`src/rtl/mie_pkg.sv`:
```
// package for the instruction execute subset datapath
package mie_pkg;
  localparam int DATA_W = 8;
  localparam logic [7:0] BCD_LO_ADD = 8'h06;
  localparam logic [7:0] BCD_HI_ADD = 8'h60;
  localparam logic [7:0] BYTE_ONES = 8'hFF;
  localparam logic [3:0] BCD_NIB_MAX = 4'h9;
  localparam logic [7:0] WORK_REG_RST = 8'h00;
  localparam int PC_W_DEF = 11;

  typedef enum logic [4:0] {
    MIE_OP_NOP,
    MIE_OP_INVERT_MEM,
    MIE_OP_INVERT_TO_WR,
    MIE_OP_BCD_ADJUST,
    MIE_OP_MINUS_ONE_MEM,
    MIE_OP_MINUS_ONE_TO_WR,
    MIE_OP_PLUS_ONE_MEM,
    MIE_OP_PLUS_ONE_TO_WR,
    MIE_OP_POWER_DOWN,
    MIE_OP_JUMP_ABS,
    MIE_OP_COPY_MEM_TO_WR,
    MIE_OP_COPY_IMM_TO_WR,
    MIE_OP_COPY_WR_TO_MEM,
    MIE_OP_DISJ_MEM,
    MIE_OP_DISJ_IMM,
    MIE_OP_DISJ_TO_MEM,
    MIE_OP_LEAVE_SUB,
    MIE_OP_LEAVE_SUB_IMM,
    MIE_OP_LEAVE_ISR,
    MIE_OP_ROT_L_MEM,
    MIE_OP_ROT_L_TO_WR,
    MIE_OP_ROT_LC_MEM,
    MIE_OP_ROT_LC_TO_WR,
    MIE_OP_ROT_R_MEM,
    MIE_OP_ROT_R_TO_WR,
    MIE_OP_ROT_RC_MEM,
    MIE_OP_ROT_RC_TO_WR,
    MIE_OP_SUB_BORROW,
    MIE_OP_SUB_BORROW_MEM,
    MIE_OP_CNT_SKIP_MEM,
    MIE_OP_CNT_SKIP_TO_WR,
    MIE_OP_SET_BYTE
  } mie_op_t;

  // instruction as issued by the decoder
  typedef struct packed {
    mie_op_t op;
    logic bit_form;
    logic [2:0] bit_sel;
    logic [7:0] mem_data;
    logic [7:0] imm;
    logic [15:0] addr;
  } mie_instr_t;

  typedef struct packed {
    logic signed_wrap;
    logic zero;
    logic half_carry;
    logic carry;
    logic powerdown;
    logic wdt_expired;
  } mie_flags_t;

  typedef enum logic [1:0] {
    MIE_ST_RUN,
    MIE_ST_DUMMY,
    MIE_ST_HALTED
  } mie_state_t;
endpackage : mie_pkg

```
`src/rtl/mie_execute.sv`:
```
// execute stage for a subset of the 8-bit core instruction set
// Operation
// - invert_mem complements the byte, writes it back, updates zero.
// - invert_to_wr puts complemented byte in work_reg, memory kept, zero updated.
// - bcd_adjust adds 06H/60H per nibble test and writes result to memory.
// - bcd_adjust changes only carry, set when the decimal sum reached 100.
// - decrement to memory or work_reg, both update zero.
// - increment to memory or work_reg, both update zero.
// - power-down stops execution and clock, keeps data, clears watchdog and prescaler.
// - power-down sets powerdown_flag, clears watchdog_expired_flag, nothing else.
// - jump_abs loads program counter, one dummy cycle, two cycles, no flags.
// - copy_op moves memory, immediate or work_reg bytes; no-op changes nothing.
// - disjunction with memory or immediate to work_reg or memory, zero updated.
// - leave_subroutine pops the pc; immediate form also loads work_reg.
// - leave_isr pops the pc and sets global_irq_enable, no flags.
// - a pending interrupt is serviced before returning to main program.
// - rotate left with bit 7 into bit 0, memory or work_reg, no flags.
// - rotate left through carry, only carry changes.
// - rotate right with bit 0 into bit 7, memory or work_reg, no flags.
// - rotate right through carry, only carry changes.
// - subtract with borrow updates wrap, zero, half carry and carry.
// - decrement-and-skip skips on zero result, memory or work_reg, no flags.
// - a skip inserts one dummy cycle, two cycles in total.
// - byte-set writes FFH, bit-set forces one bit, no flags.
// - skip takes one cycle when false, two when true.
module mie_execute
  import mie_pkg::*;
#(
  parameter int PC_W = PC_W_DEF
) (
  input wire logic sys_clk_i,
  input wire logic rst_n_i,
  input wire logic instr_valid_i,
  input mie_instr_t instr_i,
  input wire logic [PC_W-1:0] stack_top_i,
  input wire logic irq_pending_i,
  input wire logic wake_i,
  output logic instr_ready_o,
  output logic mem_we_o,
  output logic [7:0] mem_wdata_o,
  output logic [7:0] work_reg_o,
  output mie_flags_t flags_o,
  output logic global_irq_enable_o,
  output logic pc_load_o,
  output logic [PC_W-1:0] pc_value_o,
  output logic stack_pop_o,
  output logic irq_take_o,
  output logic skip_o,
  output logic clk_gate_off_o,
  output logic wdt_clear_o
);
  if (PC_W < 1 || PC_W > 16) begin : g_pc_w_check
    $error("mie_execute: PC_W must be 1..16");
  end

  typedef struct packed {
    mie_state_t st;
    logic mem_we;
    logic [7:0] mem_wdata;
    logic [7:0] work_reg;
    mie_flags_t flags;
    logic gie;
    logic pc_load;
    logic [PC_W-1:0] pc_value;
    logic stack_pop;
    logic irq_take;
    logic skip;
    logic wdt_clear;
    logic ready;
    logic gate_off;
  } mie_state_s_t;

  mie_state_s_t s_q;
  mie_state_s_t s_d;

  logic [7:0] m;
  logic [7:0] res;
  logic [8:0] diff;
  logic [4:0] diff_lo;
  logic [8:0] bcd;
  logic [7:0] bcd_add;
  logic signed_ovf;

  assign m = instr_i.mem_data;

  always_comb begin
    s_d = s_q;
    res = 8'h00;
    bcd_add = 8'h00;
    bcd = 9'h000;
    diff = 9'h000;
    diff_lo = 5'h00;
    signed_ovf = 1'b0;
    s_d.mem_we = 1'b0;
    s_d.pc_load = 1'b0;
    s_d.stack_pop = 1'b0;
    s_d.irq_take = 1'b0;
    s_d.skip = 1'b0;
    s_d.wdt_clear = 1'b0;
    case (s_q.st)
      MIE_ST_HALTED: begin
        // clock stays gated until the wake logic outside restarts it
        if (wake_i) begin
          s_d.st = MIE_ST_RUN;
        end
      end
      MIE_ST_DUMMY: begin
        s_d.st = MIE_ST_RUN;
      end
      MIE_ST_RUN: begin
        if (instr_valid_i) begin
          case (instr_i.op)
            MIE_OP_NOP: begin
              res = s_q.work_reg;
            end
            MIE_OP_INVERT_MEM, MIE_OP_INVERT_TO_WR: begin
              res = ~m;
              s_d.flags.zero = (res == 8'h00);
              if (instr_i.op == MIE_OP_INVERT_MEM) begin
                s_d.mem_we = 1'b1;
                s_d.mem_wdata = res;
              end else begin
                s_d.work_reg = res;
              end
            end
            MIE_OP_BCD_ADJUST: begin
              if (s_q.work_reg[3:0] > BCD_NIB_MAX || s_q.flags.half_carry) begin
                bcd_add = bcd_add | BCD_LO_ADD;
              end
              if (s_q.work_reg[7:4] > BCD_NIB_MAX || s_q.flags.carry) begin
                bcd_add = bcd_add | BCD_HI_ADD;
              end
              bcd = {1'b0, s_q.work_reg} + {1'b0, bcd_add};
              s_d.mem_we = 1'b1;
              s_d.mem_wdata = bcd[7:0];
              // carry is sticky so an earlier decimal overflow is not lost
              s_d.flags.carry = s_q.flags.carry | bcd[8];
            end
            MIE_OP_MINUS_ONE_MEM, MIE_OP_MINUS_ONE_TO_WR: begin
              res = m - 8'h01;
              s_d.flags.zero = (res == 8'h00);
              if (instr_i.op == MIE_OP_MINUS_ONE_MEM) begin
                s_d.mem_we = 1'b1;
                s_d.mem_wdata = res;
              end else begin
                s_d.work_reg = res;
              end
            end
            MIE_OP_PLUS_ONE_MEM, MIE_OP_PLUS_ONE_TO_WR: begin
              res = m + 8'h01;
              s_d.flags.zero = (res == 8'h00);
              if (instr_i.op == MIE_OP_PLUS_ONE_MEM) begin
                s_d.mem_we = 1'b1;
                s_d.mem_wdata = res;
              end else begin
                s_d.work_reg = res;
              end
            end
            MIE_OP_POWER_DOWN: begin
              s_d.st = MIE_ST_HALTED;
              s_d.wdt_clear = 1'b1;
              s_d.flags.powerdown = 1'b1;
              s_d.flags.wdt_expired = 1'b0;
            end
            MIE_OP_JUMP_ABS: begin
              s_d.pc_load = 1'b1;
              s_d.pc_value = instr_i.addr[PC_W-1:0];
              s_d.st = MIE_ST_DUMMY;
            end
            MIE_OP_COPY_MEM_TO_WR: begin
              s_d.work_reg = m;
            end
            MIE_OP_COPY_IMM_TO_WR: begin
              s_d.work_reg = instr_i.imm;
            end
            MIE_OP_COPY_WR_TO_MEM: begin
              s_d.mem_we = 1'b1;
              s_d.mem_wdata = s_q.work_reg;
            end
            MIE_OP_DISJ_MEM, MIE_OP_DISJ_IMM, MIE_OP_DISJ_TO_MEM: begin
              res = s_q.work_reg | ((instr_i.op == MIE_OP_DISJ_IMM) ? instr_i.imm : m);
              s_d.flags.zero = (res == 8'h00);
              if (instr_i.op == MIE_OP_DISJ_TO_MEM) begin
                s_d.mem_we = 1'b1;
                s_d.mem_wdata = res;
              end else begin
                s_d.work_reg = res;
              end
            end
            MIE_OP_LEAVE_SUB, MIE_OP_LEAVE_SUB_IMM: begin
              s_d.stack_pop = 1'b1;
              s_d.pc_load = 1'b1;
              s_d.pc_value = stack_top_i;
              s_d.st = MIE_ST_DUMMY;
              if (instr_i.op == MIE_OP_LEAVE_SUB_IMM) begin
                s_d.work_reg = instr_i.imm;
              end
            end
            MIE_OP_LEAVE_ISR: begin
              s_d.stack_pop = 1'b1;
              s_d.pc_load = 1'b1;
              s_d.pc_value = stack_top_i;
              s_d.gie = 1'b1;
              s_d.st = MIE_ST_DUMMY;
              // pending interrupt is vectored before main code resumes
              s_d.irq_take = irq_pending_i;
            end
            MIE_OP_ROT_L_MEM, MIE_OP_ROT_L_TO_WR: begin
              res = {m[6:0], m[7]};
              s_d.mem_we = (instr_i.op == MIE_OP_ROT_L_MEM);
              s_d.mem_wdata = res;
              if (instr_i.op == MIE_OP_ROT_L_TO_WR) begin
                s_d.work_reg = res;
              end
            end
            MIE_OP_ROT_LC_MEM, MIE_OP_ROT_LC_TO_WR: begin
              res = {m[6:0], s_q.flags.carry};
              s_d.flags.carry = m[7];
              s_d.mem_we = (instr_i.op == MIE_OP_ROT_LC_MEM);
              s_d.mem_wdata = res;
              if (instr_i.op == MIE_OP_ROT_LC_TO_WR) begin
                s_d.work_reg = res;
              end
            end
            MIE_OP_ROT_R_MEM, MIE_OP_ROT_R_TO_WR: begin
              res = {m[0], m[7:1]};
              s_d.mem_we = (instr_i.op == MIE_OP_ROT_R_MEM);
              s_d.mem_wdata = res;
              if (instr_i.op == MIE_OP_ROT_R_TO_WR) begin
                s_d.work_reg = res;
              end
            end
            MIE_OP_ROT_RC_MEM, MIE_OP_ROT_RC_TO_WR: begin
              res = {s_q.flags.carry, m[7:1]};
              s_d.flags.carry = m[0];
              s_d.mem_we = (instr_i.op == MIE_OP_ROT_RC_MEM);
              s_d.mem_wdata = res;
              if (instr_i.op == MIE_OP_ROT_RC_TO_WR) begin
                s_d.work_reg = res;
              end
            end
            MIE_OP_SUB_BORROW, MIE_OP_SUB_BORROW_MEM: begin
              diff = {1'b0, s_q.work_reg} - {1'b0, m} - {8'h00, ~s_q.flags.carry};
              diff_lo = {1'b0, s_q.work_reg[3:0]} - {1'b0, m[3:0]} - {4'h0, ~s_q.flags.carry};
              res = diff[7:0];
              signed_ovf = (s_q.work_reg[7] != m[7]) && (res[7] != s_q.work_reg[7]);
              s_d.flags.carry = ~diff[8];
              s_d.flags.half_carry = ~diff_lo[4];
              s_d.flags.signed_wrap = signed_ovf;
              s_d.flags.zero = (res == 8'h00);
              s_d.mem_we = (instr_i.op == MIE_OP_SUB_BORROW_MEM);
              s_d.mem_wdata = res;
              if (instr_i.op == MIE_OP_SUB_BORROW) begin
                s_d.work_reg = res;
              end
            end
            MIE_OP_CNT_SKIP_MEM, MIE_OP_CNT_SKIP_TO_WR: begin
              res = m - 8'h01;
              s_d.mem_we = (instr_i.op == MIE_OP_CNT_SKIP_MEM);
              s_d.mem_wdata = res;
              if (instr_i.op == MIE_OP_CNT_SKIP_TO_WR) begin
                s_d.work_reg = res;
              end
              if (res == 8'h00) begin
                s_d.skip = 1'b1;
                s_d.st = MIE_ST_DUMMY;
              end
            end
            MIE_OP_SET_BYTE: begin
              s_d.mem_we = 1'b1;
              if (instr_i.bit_form) begin
                s_d.mem_wdata = m | (8'h01 << instr_i.bit_sel);
              end else begin
                s_d.mem_wdata = BYTE_ONES;
              end
            end
            default: begin
              s_d = s_q;
              s_d.mem_we = 1'b0;
              s_d.pc_load = 1'b0;
              s_d.stack_pop = 1'b0;
              s_d.irq_take = 1'b0;
              s_d.skip = 1'b0;
              s_d.wdt_clear = 1'b0;
            end
          endcase
        end
      end
      default: begin
        s_d.st = MIE_ST_RUN;
      end
    endcase
    // state decodes are registered so the outputs come straight from flops
    s_d.ready = (s_d.st == MIE_ST_RUN);
    s_d.gate_off = (s_d.st == MIE_ST_HALTED);
  end

  always_ff @(posedge sys_clk_i or negedge rst_n_i) begin
    if (!rst_n_i) begin
      s_q <= '0;
      s_q.ready <= 1'b1;
    end else begin
      s_q <= s_d;
    end
  end

  assign instr_ready_o = s_q.ready;
  assign mem_we_o = s_q.mem_we;
  assign mem_wdata_o = s_q.mem_wdata;
  assign work_reg_o = s_q.work_reg;
  assign flags_o = s_q.flags;
  assign global_irq_enable_o = s_q.gie;
  assign pc_load_o = s_q.pc_load;
  assign pc_value_o = s_q.pc_value;
  assign stack_pop_o = s_q.stack_pop;
  assign irq_take_o = s_q.irq_take;
  assign skip_o = s_q.skip;
  assign clk_gate_off_o = s_q.gate_off;
  assign wdt_clear_o = s_q.wdt_clear;
endmodule : mie_execute

```
`config.mk`:
```
export PLATFORM = sky130hd
export DESIGN_NAME = mie_execute
export DESIGN_NICKNAME = d
export VERILOG_FILES = /design/src/rtl/mie_pkg.sv /design/src/rtl/mie_execute.sv
export SDC_FILE = /design/constraint.sdc
export NUM_CORES = 1
export LEC_CHECK = 0
export ABC_CLOCK_PERIOD_IN_PS = 8400
export BUFFER_PORTS_ARGS = -buffer_cell sky130_fd_sc_hd__buf_2
export CAP_MARGIN = 20
export CORE_ASPECT_RATIO = 0.75
export CORE_MARGIN = 4
export CORE_UTILIZATION = 61
export CTS_CLUSTER_SIZE = 30
export DETAILED_ROUTE_END_ITERATION = 8
export PLACE_DENSITY = 0.95
export SLEW_MARGIN = 20
export SYNTH_ARGS = -nofsm -noshare
export SYNTH_HDL_FRONTEND = slang
export SYNTH_SLANG_ARGS = --single-unit
```
`constraint.sdc`:
```
create_clock -name sys_clk_i -period 8.4 [get_ports sys_clk_i]
set_clock_uncertainty 0.2 [all_clocks]
set_input_delay 0 -clock sys_clk_i [delete_from_list [all_inputs] [get_ports sys_clk_i]]
set_output_delay 0 -clock sys_clk_i [all_outputs]
set_load 0.01 [all_outputs]
```
Yosys cells after proc, flatten, opt, wreduce, memory -nomap -nowiden --
Index checks and enable logic that the tools add are counted.
Cells by class: bitwise gates (word level) 7, multiplexer cells 42, multipliers 0, shift-type cells 1, reduce and logical (&&, ||, !) cells 36, $add $sub $neg 7, magnitude comparators 2, divide/modulo/power cells 0, eq/ne operators 50
Operator list (count):
- $mux 8 | 16
- $pmux 9 s13 | 1
- $pmux 8 s13 | 1
- $eq 5x5->1 const B | 16
- $mux 44 | 1
- $mux 42 | 1
- $eq 5x4->1 const B | 8
- $logic_not 8->1 | 5
- $mux 9 | 4
- $ne 2x2->1 const B | 15
- $reduce_bool 13->1 | 2
- $pmux 12 s2 | 1
- $eq 5x3->1 const B | 4
- $reduce_or 2->1 | 10
- $reduce_and 3->1 | 6
- $or 8x8->8 | 2
- $reduce_and 14->1 | 1
- $eq 5x2->1 const B | 2
- $add 8x8->9 | 1
- $sub 8x8->9 | 1
- $sub 9x1->9 | 1
- $add 8x1->8 const B | 1
- $gt 4x4->1 const B | 2
- $mux 1 | 8
- 26 further kinds | 35
Storage, ports and cells: ROM bits 0, memories 0, logic and storage cells 163, flip-flop bits (word level) 43, output and inout bits 42, bits in latches 0, input bits 57, RAM bits 0

Longest topological paths before layout --
word-level depth 13, mapped depth 11, depth with buffers taken out 10

Worst setup path before layout --
Ideal clock, no wire load.
path type register to register, start point register s_q, in the netlist work_reg_o[3], end point register s_q, in the netlist work_reg_o[7], arrival time 2.585 ns, path slack 5.485 ns, required time 8.071 ns, setup time 0.129 ns, path buffers 1, stages on the path, launching flop included 12, period minus slack after synthesis 2.915 ns, path through dfrtp_1 -> clkbuf_1 -> inv_1 -> ha_1 -> inv_1 -> ha_1 -> nand4_1 -> a21oi_2 -> a2111oi_4 -> xnor2_1 -> a221o_1 -> o41a_1
Between the ends: word-level cells in the longest chain between the ends 4
RTL lines:
- start: declaration | RTL line mie_execute.sv:73 | mie_state_s_t s_q;
- $sub 8x8->9 | RTL line mie_execute.sv:243 | diff = {1'b0, s_q.work_reg} - {1'b0, m} - {8'h00, ~s_q.flags.carry};
- $sub 9x1->9 | RTL line mie_execute.sv:243
- $mux 8 | RTL line mie_execute.sv:253 | if (instr_i.op == MIE_OP_SUB_BORROW) begin
- $pmux 8 s13 | RTL line mie_execute.sv:112 | case (instr_i.op)
No other way between the ends. The select of a mux whose other input is x is not followed. A chain may end at the register's enable or synchronous reset.

Worst setup path after layout --
start point register s_q, in the netlist work_reg_o[0], end point register s_q, in the netlist mem_wdata_o[0]
Between the ends: word-level cells in the longest chain between the ends 3, elaborated cells between the ends (all ways) 6, those cells by class add/sub (3); mux (2); bitwise (1)
RTL lines (RTL line):
- $sub 8x8->9 / $or 8x8->8 (equally long branches) | mie_execute.sv:243, mie_execute.sv:181
- $sub 9x1->9 / $mux 9 (equally long branches) | mie_execute.sv:243, mie_execute.sv:183
- $pmux 9 s13 * | mie_execute.sv:112
Mark *: on every way between the ends. The rest lies on a longest branch, timed or not. The select of a mux whose other input is x is not followed.

==> metrics.md <==
| Metric | Value |
|---|---|
| Run status | finished, violations left |
| Violated checks | design-rule violations |
| Element type at the critical path start | register |
| Instance count of the mapped netlist | 620 |
| Total setup buffers inserted after CTS | 0 |
| Cell class contributing the biggest share of worst-path delay | compound AO/OA/AOI/OAI gates |
| Main combinational cell family by area after synthesis | compound AO/OA/AOI/OAI gates |
| Die outline width | 110 um |
| Adder and majority gate portion of the synthesized area | 7.01% |
| Antenna violations before repair | 0 |
| Leak pwr | 0.00231 uW |
| DRC violations left | 1 |
| Starting density of the core | around 64% |
| Leading cell type in the layout, fill and taps excluded | buf_2 |
| Final TNS setup | 0 ns |
| Power density over cell area | 192 nW/um2 |
| Grt ovf | 0 |
| Maximum number of buffers from clock root to sink | 2 |
| Kind of critical path | reg -> reg |
| Post-route antenna net violation count | 0 |
| Hold crit path type | in -> async |
| Average footprint of a synthesized cell | 7.72 um2 |
| Asr flop ratio synth | 100% |
| Net Count, Synth | between 700 and 800 |
| GR Util All Layers | 38.3% |
| Utilization after layout | 71.2% |
| Die Height | 84.7 um |
| Via count | 5527 |
| Cell repeated most along the worst path | inv_1 |
| Arrival @ worst endpoint | approximately 3.6 ns |
| Yosys cell types | 80 |
| Type of element capturing the critical path | register |
| Input/output buffers | 92 |
| Layout overhead on the synthesized area | 11.7% |
| Slew at the pin closest to its max-slew limit | 1.23 ns |
| Post-synthesis share of cell area spent on xor and xnor gates | 4.37% |
| Total wire length after detailed routing | 18200 um |
| YS warnings | 0 |
| Clock tree from TritonCTS | yes |
| Row count | 27 |
| Sinks on Clock Net | 43 |
| Critical Path Max Stage Delay | 0.87 ns |
| Final-report max-slew violation count | 0 |
| Synth Area in Compound Gates | 31.1% |
| Post-detailed-placement half-perimeter wirelength | 13000 um |
| Worst rel slew slack | 17.6% |
| Highest-count cells in the layout ignoring fill and taps | buf_2 (91), nand2_1 (51), o21ai_0 (42), dfrtp_1 (42), inv_1 (38) |
| Sequential cell area fraction in the yosys report | 22.5% |
| Cells resized by post-CTS repair | 0 |
| Slowest cell on crit path | a2111oi_0 |
| Largest net degree at the start of global routing | 44 |
| DRT iter0 DRCs | 837 |
| RSZ-0062 raised after global routing | false |
| Clock Latency Late Sink | a little over 0.3 ns |
| Total CTS buffers | 5 |
| Combined buffer and inverter count along the critical path | 2 |
| Maximum vdd ir drop | 0.137 mV |
| Cell Chain, Critical Path | inv_1 -> fa_1 -> inv_1 -> ha_1 -> xnor2_1 -> a211oi_1 -> a211o_1 -> a2111oi_0 -> a21oi_1 |
| Core Area | 7500 um2 |
| Worst hold slack | 0.0153 ns |
| Via count normalized by instance count | 7.11 |
| Flip-flop cell with the highest count after synthesis | dfrtp_1 |
| First-pass GRT wire length | roughly 28000 um |
| Fraction of layout cells with a size suffix above 1 | 17.9% |
| Simple-Gate Fraction of Synth Area | 22.3% |
| CTS clk-pin slew, worst paths | 0.10 ns |
| Number of H-tree levels | 2 |
| #FFs+latches synth | 43 |
| # IOs | 99 |
| Die outline area | approximately 9300 um2 |
| Gpl congestion | 1.01 |
| Number of inserted diodes | 0 |
| Shortest period the worst path allows | between 3 and 4 ns |
| Count of flip-flops with a built-in enable after synthesis | 0 |
| Finish-stage setup viols | 0 |
| Number of maximum-capacitance constraint violations | 0 |
| Average wire per standard cell | 23.5 um |
| Number of search-and-repair iterations in the first detailed-routing pass | 9 |
| Cell at the root of the clock tree | clkbuf_8 |
| Worst EP required | 8.34 ns |
| Fmax | 0.276 GHz |
| Vias in the first global route | 5037 |
| Mapped Area | 4780 um2 |
| Period Utilization, post-route | a little over two fifths |
| Number of endpoints with negative hold slack in the final report | 0 |
| Number of nets in the final layout | 757 |
| Highest net fanout along the worst path | 3 |
| Post-synthesis mux area share | 0.418% |
[power breakdown]
part	internal [uW]	switching [uW]	total [uW]	leakage, uW
clock	59.7	85.5	145	0.0000408
combinational	227	342	568	0.00173
sequential	252	58.1	310	0.000534
total	538	485	1020	0.00231
[cell usage after synthesis (5+ instances only)]
cell       n  area, um2
a211oi_1  10       75.1
a21o_1     9       67.6
a21oi_1   32        160
a221o_1    5       50.1
a221oi_1   8       70.1
a22oi_1   15        113
a31oi_1   11       68.8
and2_1     5       31.3
and3_1     8       50.1
buf_2     21        105
buf_4     34        255
clkbuf_1  18       67.6
dfrtp_1   42       1050
ha_1      22        275
inv_1     38        143
nand2_1   51        191
nand2b_1  11       68.8
nand3_1   21        105
nand4_1    6       37.5
nor2_1    36        135
nor2b_1    7       43.8
nor3_1    17       85.1
o21a_1     6       45.0
o21ai_0   42        210
o21ai_1   12       60.1
o221ai_1   6       52.6
xnor2_1   15        131
xor2_1     7       61.3
[final cells by class]
| class | instances | area [um2] |
|---|---|---|
| fill | 607 | 2160 |
| clock inverter | 3 | 23.8 |
| sequential | 43 | 1080 |
| timing repair buffer | 124 | 778 |
| multi-input combinational | 463 | 3130 |
| clock buffer | 5 | 68.8 |
| tap | 101 | 126 |
| inverter | 38 | 143 |
[registers in the layout, summed over array words and instances (netlist names), 2 cells and up]
signal / flops
flags_o: 5
mem_wdata_o: 8
pc_value_o: 11
s_q: 2
work_reg_o: 8
[per-stage QoR]
stage	setup slack, ns	power (uW)	cells	instance area, um2
after CTS	5.13	994	777	5340
after detailed placement	5.16	842	739	4950
after floorplan	5.49	720	620	4780
final	4.78	1020	777	5340
after global routing	4.88	1070	777	5340
after global placement	5.21	825	739	4950
[cell families after synthesis]
group | count (synthesis)
AOI/OAI and AO/OA | 213
xor gates and xnor gates | 23
adders and majority gates | 25
buffers and inverters | 114
DFF | 43
muxes | 2
other | 1
and+or+nand+nor | 199
[worst paths after layout]
check	depth (start not counted)	end	slack [ns]	from
max	9	mem_wdata_o[0]	4.78	work_reg_o[0]
min	2	flags_o[5]	0.02	rst_n_i
max reg2reg	9	mem_wdata_o[0]	4.78	work_reg_o[0]
min reg2reg	2	flags_o[5]	0.29	flags_o[5]
max in group asynchronous	2	s_q[42]	7.59	rst_n_i
min in group sys_clk_i	3	mem_we_o	0.02	instr_i[38]
[per-layer routing]
metal | vias up | GRT usage, % | part of all wire, %
met5 | - | 0 | 0
met4 | 0 | 11.9 | 3.6
met3 | 78 | 12.5 | 16
met2 | 545 | 56.0 | 42
met1 | 2539 | 53.3 | 38
li1 | 2365 | - | -
[repair_timing]
| action | in CTS | in global routing |
|---|---|---|
| setup endpoints to repair | 0 | 0 |
| hold buffers | 30 | 0 |
| endpoints found under the hold margin | 62 | 0 |
No activity file was read; power rests on OpenSTA's default activity.
